### src/shared/pcf_pkg.sv
/*
  Package for the pin control block: register map, field layout,
  reset values, trigger and function-slot codes, bus carriers.
  Assumes a 32-bit AXI4-Lite register bus and one clock domain.
*/
package pcf_pkg;

  // ****************************************
  // Register offsets (byte addresses)
  // ****************************************
  localparam logic [3:0] PIN_CONTROL_OFS = 4'h0;
  localparam logic [3:0] IRQ_STATUS_OFS  = 4'h4;
  localparam logic [3:0] IRQ_MASK_OFS    = 4'h8;
  localparam logic [3:0] PIN_STATUS_OFS  = 4'hC;

  // ****************************************
  // Field positions
  // ****************************************
  localparam int FLAG_BIT   = 24;
  localparam int TRIG_LSB   = 16;
  localparam int FUNC_LSB   = 8;
  localparam int DRIVE_BIT  = 6;
  localparam int FILTER_BIT = 4;

  // ****************************************
  // Reset values and read-zero constant
  // ****************************************
  localparam logic [3:0]  TRIG_RESET   = 4'h0;
  localparam logic [2:0]  FUNC_RESET   = 3'h0;
  localparam logic        DRIVE_RESET  = 1'b0;
  localparam logic        FILTER_RESET = 1'b0;
  localparam logic        MASK_RESET   = 1'b0;
  localparam logic [31:0] READ_ZERO    = 32'h0000_0000;

  // ****************************************
  // Trigger and function-slot codes
  // ****************************************
  localparam logic [3:0] TRIG_OFF     = 4'h0;
  localparam logic [3:0] TRIG_LOW     = 4'h8;
  localparam logic [3:0] TRIG_RISE    = 4'h9;
  localparam logic [3:0] TRIG_FALL    = 4'hA;
  localparam logic [3:0] TRIG_EITHER  = 4'hB;
  localparam logic [3:0] TRIG_HIGH    = 4'hC;
  localparam logic [2:0] FUNC_ANALOG  = 3'h0;
  localparam logic [2:0] FUNC_GPIO    = 3'h1;

  // ****************************************
  // AXI4-Lite responses
  // ****************************************
  localparam logic [1:0] RESP_OKAY   = 2'h0;
  localparam logic [1:0] RESP_SLVERR = 2'h2;

  // ****************************************
  // Carriers
  // ****************************************
  typedef struct packed {
    logic [3:0]  irq_trigger_select;
    logic [2:0]  func_select;
    logic        high_drive_select;
    logic        input_filter_on;
  } pcf_cfg_t;

  typedef struct packed {
    logic [31:0] data;
    logic [1:0]  resp;
  } pcf_rd_t;

endpackage

### src/rtl/pcf_sync.sv
/*
  Two-flop synchroniser for the pin level.
  Assumes the pin is asynchronous to ref_clk_i.
*/
module pcf_sync (
  input  wire logic ref_clk_i,
  input  wire logic reset_n_i,
  input  wire logic clk_en_i,
  input  wire logic async_i,
  output logic      sync_o
);

  logic meta_r;
  logic sync_r;

  always_ff @(posedge ref_clk_i or negedge reset_n_i) begin
    if (!reset_n_i) begin
      meta_r <= 1'b0;
      sync_r <= 1'b0;
    end else if (clk_en_i) begin
      meta_r <= async_i;
      sync_r <= meta_r;
    end
  end

  assign sync_o = sync_r;

endmodule

### src/rtl/pcf_pin_control.sv
/*
  Pin control block for one port pin: control register, function-slot
  routing, drive and filter controls, pin event flag and interrupt.
  Assumes an AXI4-Lite master on ref_clk_i and a pin level that may be
  asynchronous; capability straps are constant during operation.
*/
// Added by the designer: the AXI4-Lite register port and the register offsets.
// Notes on behaviour
// - Code 1011 sets the event flag on either pin edge.
// - Code 1100 sets the event flag while the pin is high.
// - Bits 15..11, 7, 5 and 3 read zero and ignore writes.
// - Function field 10..8 routes the pin: 000 analog, 001 GPIO, others alternatives.
// - Bit 6 picks low (0) or high (1) output drive.
// - Without drive capability the drive bit is read-only.
// - Drive and filter settings apply in every digital function slot.
// - Bit 4 enables the passive input filter when one.
// - Without filter capability the filter bit is read-only.
// - Trigger field 19..16: 0000 off, 1000 low, 1001 rise, 1010 fall.
// - Event flag in bit 24 stays set until a one is written to it.
// - A level trigger still active sets the flag again at once after clear.
module pcf_pin_control #(
  parameter logic HAS_DRIVE  = 1'b1,
  parameter logic HAS_FILTER = 1'b1,
  parameter logic HAS_IRQ    = 1'b1
) (
  input  wire logic        ref_clk_i,
  input  wire logic        reset_n_i,
  input  wire logic        clk_en_i,
  // AXI4-Lite slave
  input  wire logic [3:0]  s_awaddr_i,
  input  wire logic        s_awvalid_i,
  output logic             s_awready_o,
  input  wire logic [31:0] s_wdata_i,
  input  wire logic [3:0]  s_wstrb_i,
  input  wire logic        s_wvalid_i,
  output logic             s_wready_o,
  output logic [1:0]       s_bresp_o,
  output logic             s_bvalid_o,
  input  wire logic        s_bready_i,
  input  wire logic [3:0]  s_araddr_i,
  input  wire logic        s_arvalid_i,
  output logic             s_arready_o,
  output logic [31:0]      s_rdata_o,
  output logic [1:0]       s_rresp_o,
  output logic             s_rvalid_o,
  input  wire logic        s_rready_i,
  // Pin side
  input  wire logic        pin_i,
  output logic             pin_digital_o,
  output logic [7:0]       func_route_o,
  output logic             high_drive_select_o,
  output logic             input_filter_on_o,
  output logic             irq_o
);

  // ****************************************
  // State
  // ****************************************
  typedef struct packed {
    pcf_pkg::pcf_cfg_t cfg;
    logic              pin_event_flag;
    logic              irq_mask;
    logic              pin_prev;
    logic              aw_held;
    logic [3:0]        aw_addr;
    logic              w_held;
    logic [31:0]       w_data;
    logic [3:0]        w_strb;
    logic              b_pend;
    logic [1:0]        b_resp;
    logic              r_pend;
    pcf_pkg::pcf_rd_t  rd;
  } pcf_state_t;

  pcf_state_t state_r;
  pcf_state_t state_nxt;

  logic pin_sync;

  pcf_sync u_sync (
    .ref_clk_i (ref_clk_i),
    .reset_n_i (reset_n_i),
    .clk_en_i  (clk_en_i),
    .async_i   (pin_i),
    .sync_o    (pin_sync)
  );

  // ****************************************
  // Trigger detection
  // ****************************************
  logic detect;

  always_comb begin
    detect = 1'b0;
    unique case (state_r.cfg.irq_trigger_select)
      pcf_pkg::TRIG_LOW:    detect = !pin_sync;
      pcf_pkg::TRIG_RISE:   detect = pin_sync && !state_r.pin_prev;
      pcf_pkg::TRIG_FALL:   detect = !pin_sync && state_r.pin_prev;
      pcf_pkg::TRIG_EITHER: detect = pin_sync != state_r.pin_prev;
      pcf_pkg::TRIG_HIGH:   detect = pin_sync;
      default:              detect = 1'b0;
    endcase
    if (!HAS_IRQ) begin
      detect = 1'b0;
    end
  end

  // ****************************************
  // Register read image
  // ****************************************
  function automatic logic [31:0] ctrl_image(pcf_state_t s);
    logic [31:0] v;
    v = pcf_pkg::READ_ZERO;
    v[pcf_pkg::FLAG_BIT]                   = s.pin_event_flag;
    v[pcf_pkg::TRIG_LSB +: 4]              = s.cfg.irq_trigger_select;
    v[pcf_pkg::FUNC_LSB +: 3]              = s.cfg.func_select;
    v[pcf_pkg::DRIVE_BIT]                  = s.cfg.high_drive_select;
    v[pcf_pkg::FILTER_BIT]                 = s.cfg.input_filter_on;
    return v;
  endfunction

  // ****************************************
  // Next state
  // ****************************************
  logic        wr_go;
  logic        rd_go;
  logic        clr_flag;
  logic [31:0] wmask;
  logic [31:0] wval;

  always_comb begin
    state_nxt = state_r;
    clr_flag  = 1'b0;
    wmask     = {{8{state_r.w_strb[3]}}, {8{state_r.w_strb[2]}},
                 {8{state_r.w_strb[1]}}, {8{state_r.w_strb[0]}}};
    wval      = state_r.w_data & wmask;
    wr_go     = state_r.aw_held && state_r.w_held && !state_r.b_pend;
    rd_go     = s_arvalid_i && !state_r.r_pend;

    state_nxt.pin_prev = pin_sync;

    // Address and data taken in either order
    if (s_awvalid_i && !state_r.aw_held) begin
      state_nxt.aw_held = 1'b1;
      state_nxt.aw_addr = s_awaddr_i;
    end
    if (s_wvalid_i && !state_r.w_held) begin
      state_nxt.w_held = 1'b1;
      state_nxt.w_data = s_wdata_i;
      state_nxt.w_strb = s_wstrb_i;
    end

    if (wr_go) begin
      state_nxt.aw_held = 1'b0;
      state_nxt.w_held  = 1'b0;
      state_nxt.b_pend  = 1'b1;
      state_nxt.b_resp  = pcf_pkg::RESP_OKAY;
      unique case (state_r.aw_addr)
        pcf_pkg::PIN_CONTROL_OFS: begin
          if (wmask[pcf_pkg::TRIG_LSB] && HAS_IRQ) begin
            state_nxt.cfg.irq_trigger_select = wval[pcf_pkg::TRIG_LSB +: 4];
          end
          if (wmask[pcf_pkg::FUNC_LSB]) begin
            state_nxt.cfg.func_select = wval[pcf_pkg::FUNC_LSB +: 3];
          end
          if (wmask[pcf_pkg::DRIVE_BIT] && HAS_DRIVE) begin
            state_nxt.cfg.high_drive_select = wval[pcf_pkg::DRIVE_BIT];
          end
          if (wmask[pcf_pkg::FILTER_BIT] && HAS_FILTER) begin
            state_nxt.cfg.input_filter_on = wval[pcf_pkg::FILTER_BIT];
          end
          clr_flag = wval[pcf_pkg::FLAG_BIT];
        end
        pcf_pkg::IRQ_STATUS_OFS: begin
          clr_flag = wval[0];
        end
        pcf_pkg::IRQ_MASK_OFS: begin
          if (wmask[0]) begin
            state_nxt.irq_mask = wval[0];
          end
        end
        pcf_pkg::PIN_STATUS_OFS: begin
          state_nxt.b_resp = pcf_pkg::RESP_OKAY;
        end
        default: begin
          state_nxt.b_resp = pcf_pkg::RESP_SLVERR;
        end
      endcase
    end
    if (state_r.b_pend && s_bready_i) begin
      state_nxt.b_pend = 1'b0;
    end

    // Flag: detection wins over a clear in the same cycle
    if (clr_flag) begin
      state_nxt.pin_event_flag = 1'b0;
    end
    if (detect) begin
      state_nxt.pin_event_flag = 1'b1;
    end

    if (rd_go) begin
      state_nxt.r_pend  = 1'b1;
      state_nxt.rd.resp = pcf_pkg::RESP_OKAY;
      unique case (s_araddr_i)
        pcf_pkg::PIN_CONTROL_OFS: state_nxt.rd.data = ctrl_image(state_r);
        pcf_pkg::IRQ_STATUS_OFS:
          state_nxt.rd.data = {31'h0000_0000, state_r.pin_event_flag};
        pcf_pkg::IRQ_MASK_OFS:
          state_nxt.rd.data = {31'h0000_0000, state_r.irq_mask};
        pcf_pkg::PIN_STATUS_OFS:
          state_nxt.rd.data = {31'h0000_0000, pin_sync};
        default: begin
          state_nxt.rd.data = pcf_pkg::READ_ZERO;
          state_nxt.rd.resp = pcf_pkg::RESP_SLVERR;
        end
      endcase
    end else if (state_r.r_pend && s_rready_i) begin
      state_nxt.r_pend = 1'b0;
    end
  end

  // ****************************************
  // Registers
  // ****************************************
  always_ff @(posedge ref_clk_i or negedge reset_n_i) begin
    if (!reset_n_i) begin
      state_r                          <= '0;
      state_r.cfg.irq_trigger_select   <= pcf_pkg::TRIG_RESET;
      state_r.cfg.func_select          <= pcf_pkg::FUNC_RESET;
      state_r.cfg.high_drive_select    <= pcf_pkg::DRIVE_RESET;
      state_r.cfg.input_filter_on      <= pcf_pkg::FILTER_RESET;
      state_r.irq_mask                 <= pcf_pkg::MASK_RESET;
    end else if (clk_en_i) begin
      state_r <= state_nxt;
    end
  end

  // ****************************************
  // Outputs
  // ****************************************
  assign s_awready_o = !state_r.aw_held;
  assign s_wready_o  = !state_r.w_held;
  assign s_bvalid_o  = state_r.b_pend;
  assign s_bresp_o   = state_r.b_resp;
  assign s_arready_o = !state_r.r_pend;
  assign s_rvalid_o  = state_r.r_pend;
  assign s_rdata_o   = state_r.rd.data;
  assign s_rresp_o   = state_r.rd.resp;

  // Routing and pad controls, valid in any digital slot
  always_comb begin
    func_route_o = 8'h00;
    func_route_o[state_r.cfg.func_select] = 1'b1;
  end
  assign pin_digital_o       = state_r.cfg.func_select != pcf_pkg::FUNC_ANALOG;
  assign high_drive_select_o = state_r.cfg.high_drive_select;
  assign input_filter_on_o   = state_r.cfg.input_filter_on;
  assign irq_o               = state_r.pin_event_flag && state_r.irq_mask;

endmodule

### config.mk
export PLATFORM = sky130hd
export DESIGN_NAME = pcf_pin_control
export DESIGN_NICKNAME = d
export VERILOG_FILES = /design/src/shared/pcf_pkg.sv /design/src/rtl/pcf_sync.sv /design/src/rtl/pcf_pin_control.sv
export SDC_FILE = /design/constraint.sdc
export NUM_CORES = 1
export LEC_CHECK = 0
export ABC_AREA = 1
export BUFFER_PORTS_ARGS = -buffer_cell sky130_fd_sc_hd__buf_2
export CORE_MARGIN = 1.5
export CORE_UTILIZATION = 52
export DETAILED_ROUTE_END_ITERATION = 10
export HOLD_SLACK_MARGIN = 0.12
export PLACE_DENSITY = 0.85
export SYNTH_ARGS = -nofsm -noshare
export SYNTH_HDL_FRONTEND = slang
export SYNTH_SLANG_ARGS = --single-unit
### constraint.sdc
create_clock -name ref_clk_i -period 3.1 [get_ports ref_clk_i]
set_input_delay 0.155 -clock ref_clk_i [delete_from_list [all_inputs] [get_ports ref_clk_i]]
set_output_delay 0.155 -clock ref_clk_i [all_outputs]
set_load 0.005 [all_outputs]
# After elaboration in Yosys (flattened, before gate mapping)
# Index checks and enable logic that the tools add are counted.
[totals] register_bits=94 in_bits=53 wordCells=92
[op_classes] bitwise=1 n_eq_ne=12 n_lt_le_gt_ge=2 n_reduce_logical=40 muxes=18
[ops] op="one-hot mux 25 bit (4 select lines)" count=1
[ops] op="2-to-1 mux 37 bit" count=1
[ops] op="equality test 4 bit (second input constant)" count=9
[ops] op="AND 25 bit" count=1
[ops] op="AND reduction 2 bit" count=9
[ops] op="AND reduction 4 bit" count=4
[ops] op="logical AND 1 bit" count=11
[ops] op="nonzero test 2 bit" count=5
[ops] op="2-to-1 mux 1 bit" count=9
[ops] op="equality test 4 x 3 -> 1 bit (second input constant)" count=2
[ops] op="zero test 4 bit" count=2
[ops] op="OR reduction 4 bit" count=2
[ops] op="zero test 1 bit" count=6
[ops] op="2-to-1 mux 5 bit" count=1
[ops] op="one-hot mux 1 bit (5 select lines)" count=1
[ops] op="less-than comparator 3 x 4 -> 1 bit (second input constant)" count=1
[ops] op="2-to-1 mux 2 bit" count=2
[ops] op="demux 1 bit (select 3 bit)" count=1
[ops] op=">= comparator 3 x 1 -> 1 bit (second input constant)" count=1
[ops] op="2-to-1 mux 3 bit" count=1
[ops] op="nonzero test 3 bit" count=1
[ops] op="one-hot mux 1 bit (2 select lines)" count=1
[ops] op="inequality test 1 bit" count=1

# Longest topological paths before layout
[depth] word_depth=5 depth_mapped=8

# Modules after synthesis
# Synthesis repeated with hierarchy kept, for this count alone.
[hier_totals] hier_cells=311 hier_area_um2=2602.5
[modules_own_cells] mod="pcf_pin_control" cells_per_inst=302 instances=1 area_each_um2=2526.2 seq_area_each_um2=1201.2
[modules_own_cells] mod="pcf_sync" cells_per_inst=9 instances=1 area_each_um2=76.3 seq_area_each_um2=50.0

# Worst setup path after synthesis
# OpenSTA, ideal clock, no wires.
[synth_path] path_type="register to register" startpoint="register state_r[76] (netlist bit)" endpoint="register state_r[89] (netlist bit)" arrival_ns=0.969 path_slack_ns=2.015 stages_incl_launch_ff=7 path_buffers=0 setup_time_ns=0.117 cell_sequence="dfrtp_1 > nor2_4 > nand2_4 > nor2_8 > nand2_4 > nand2_1 > nand2_1"
[synth_via] elab_chain_len=2
[synth_lines] element="from (decl)" line="pcf_pin_control.sv:75" rtl="pcf_state_t state_r;"
[synth_lines] element="from (signal assigned)" line="pcf_pin_control.sv:235" rtl="state_r <= state_nxt;"
[synth_lines] element="zero test 4 bit" line="pcf_pin_control.sv:158" rtl="unique case (state_r.aw_addr)"
[synth_lines] element="AND reduction 4 bit (no source line)"
# Every way passes these cells.
# A chain may end at the register's enable or synchronous reset.

# Worst setup path after layout
[layout_path] startpoint="register state_r[86] (netlist bit)" endpoint="output func_route_o[6]"
[layout_via] elab_chain_len=4 elab_cells_between_ends=5 classes_between="order compare (2); mux (2); reduce/logical (1)"
[layout_lines] element="less-than comparator 3 x 4 -> 1 bit (not written as such) / >= comparator 3 x 1 -> 1 bit (equally long branches)" line="pcf_pin_control.sv:254" rtl="func_route_o[state_r.cfg.func_select] = 1'b1;"
[layout_lines] element="logical AND 1 bit (not written as such)" line="pcf_pin_control.sv:254"
[layout_lines] element="2-to-1 mux 1 bit (not written as such)" line="pcf_pin_control.sv:254"
[layout_lines] element="demux 1 bit (select 3 bit) (*)" line="pcf_pin_control.sv:254"
[layout_lines] element="to (decl)" line="pcf_pin_control.sv:50" rtl="output logic [7:0] func_route_o,"
# Every way passes the cells marked *; elsewhere a longest branch is shown, timed or not.

==> metrics <==
final number of max-transition violations=0; Yosys top cell area share=48.1%; layout cells sized above 1=22.8%; Avg WL per Cell=10.3 um; most frequent cell after synthesis=nand2_1; status=finished clean; Synth Instances=307; fin util=65.3%; DIE AREA=5440 um^2; area grow syn2layout=20.2%; power per cell area=665 nW/um^2; worst hold slack=0.129 ns; DRT iter0 DRCs=95; Hold Path Depth=3; total grt overflow=0; hold_sp=s_araddr_i[0]; DR vias=1985; EDFF count, synth=0; slowest cell on the critical path=dfrtp_1; ranking of synthesized cells by area=dfrtp_1, nand2_1, buf_4, inv_1, o21ai_0; ys flop type=dfrtp_1; Die Width=73.7 um; CP max stage delay=0.45 ns; Syn Area/Cell=8.47 um^2; asr flop ratio synth=100%; final setup TNS=0 ns; io pins=106; n_diodes=0; Hold Violations, Final=0; CORE AREA=4790 um^2; clk root buf=clkbuf_8; Synthesis Warnings=0; worst hold endpoint=s_rresp_o[1]$_DFFE_PN0P_; # rows=25; CTS tree=built; IO buf count=61; Final ANT Viol Nets=0; Power Total=2.08 mW; Hold-fix buffers, CTS=23; post-route cell area=3130 um^2; Worst R2R Start=state_r[74]$_DFFE_PN0P_; post-synthesis cell type count=28; Placed Area=2760 um^2; Die H=73.7 um; peak supply drop=393 uV; largest net degree at the start of global routing=51; Worst Setup Start Kind=flip-flop; postcts setup bufs=0; GPL Wtd Cong=0.807; Min-Delay Path Class=input pin to flip-flop; gr usage total=18.7%; sequential area share after synthesis=48.1%; max_cap viols=0; clock sinks=50; worst-margin pin slew=1.07 ns; HPWL Detailed=3240 um; clk buf depth=2; Via-to-Cell Ratio=4.46; crit path kind=flip-flop to output port; CP required=2.94 ns; TritonRoute pass-1 iters=4; initial core utilization=54.4%; r2r worst-path depth=3; Arr. time, crit path=1.20 ns; Layout Nets=432; initial antenna violation count=0; CTS Buf Count=5; Final Cycle Share=43.6%; H-tree depth=2; Reg2Reg Setup Slack=1.85 ns; RSZ-0062 raised after global routing=false; capturing point of the worst reg2reg path=state_r[66]$_DFFE_PN0P_; final setup violation count=0; Yosys reg bits=50; FMAX=0.740 GHz; vias in the first global route=1828; Post-CTS Resized=0; DRC=0; leading area contributor after synthesis=dfrtp_1; Synth top cells by count=nand2_1, dfrtp_1, inv_1; clk slew on worst S/H paths=0.10 ns; clock latency on the worst-skew pair=0.30 ns; first-pass GRT wire length=7870 um; drt total wl=4590 um; Max FO, Critical Path=6; Fin Clk Skew=0.0103 ns; Critical Path End Type=output port; Static Leak=1.79 nW; Slew HR=28.9%; Mapped Area=2600 um^2; min Tclk post-route=1.35 ns; crit path cell chain=inv_1 -> nor3_1 -> buf_2
==> how the worst max path moves through the flow <==
stage | slack (ns) | to | start | cells after the start
3_3_place_gp | 1.75 | state_r[51]$_DFFE_PN0P_ | clk_en_i | 4
3_5_place_dp | 1.73 | state_r[66]$_DFFE_PN0P_ | clk_en_i | 3
6_report | 1.75 | func_route_o[6] | state_r[86]$_DFFE_PN0P_ | 3
5_1_grt | 1.60 | state_r[66]$_DFFE_PN0P_ | reset_n_i | 2
2_1_floorplan | 2.01 | state_r[89]$_DFFE_PN0P_ | state_r[76]$_DFFE_PN0P_ | 6
4_1_cts | 1.74 | func_route_o[3] | state_r[85]$_DFFE_PN0P_ | 3
==> power by group <==
part | switching, mW | internal [mW] | total (mW) | leakage [nW]
clock | 0.216 | 0.323 | 0.539 | 0.0683
sequential | 0.147 | 0.848 | 0.994 | 0.645
combinational | 0.323 | 0.223 | 0.546 | 1.08
==> cell families after synthesis <==
family,Yosys count,share of synthesized area (%)
adders and majority gates,2,0.962
DFF,50,48.1
other,1,0.144
muxes,1,0.433
buffers and inverters,88,18.6
and+or+nand+nor,128,23.8
AOI/OAI and AO/OA,37,7.98
==> state kept, by name, indices dropped and copies added, names as in the netlist <==
name,flops
high_drive_select_o,1
u_sync.meta_r,1
input_filter_on_o,1
s_bresp_o,1
s_rdata_o,11
s_rvalid_o,1
s_rresp_o,1
u_sync.sync_o,1
state_r,31
s_bvalid_o,1
==> layout by cell type (no fill, tap or decap), types with 2 or more instances in the layout <==
cell	n
inv_1	44
bufinv_16	2
o31ai_1	6
nand3_2	2
conb_1	23
nand2_4	3
ha_1	2
nor2_2	2
o21ai_1	2
nor2_1	8
dlygate4sd3_1	23
dfrtp_1	50
nand2_2	2
o21ai_0	24
a21oi_1	4
nor2_4	2
nand3_1	18
clkbuf_8	5
nor3_1	8
buf_2	61
nand2_1	79
==> cell type report <==
type | count | area, um^2
clock buffers | 5 | 68.8
clock inverters | 3 | 68.8
fillers | 413 | 1660
inverters | 45 | 169
multi-input cells | 191 | 948
flip-flops and latches | 50 | 1250
well taps | 67 | 83.8
repair buffers | 84 | 536
==> worst max-delay path: cells and delay by family (launching register included) <==
kind / cells / cell delay [ns]
simple gates: 1 / 0.18
flops: 1 / 0.45
buf+inv: 2 / 0.27
==> metal layers <==
layer / vias to the layer above / routed length, um / track usage [%] / part of all wire [%]
met2: 55 / 2250 / 33.2 / 49
met1: 890 / 2080 / 22.5 / 45
met5: - / 0 / 0 / 0
li1: 1036 / - / - / -
met3: 4 / 206 / 4.94 / 4.5
met4: 0 / 45 / 4.73 / 0.98
==> stage by stage <==
stage | setup slack [ns] | std cells
after floorplan | 2.01 | 329
after global placement | 1.75 | 414
after detailed placement | 1.73 | 414
after CTS | 1.74 | 445
after global routing | 1.60 | 445
final | 1.75 | 445
Note: power is estimated with default switching activity, not from simulation.
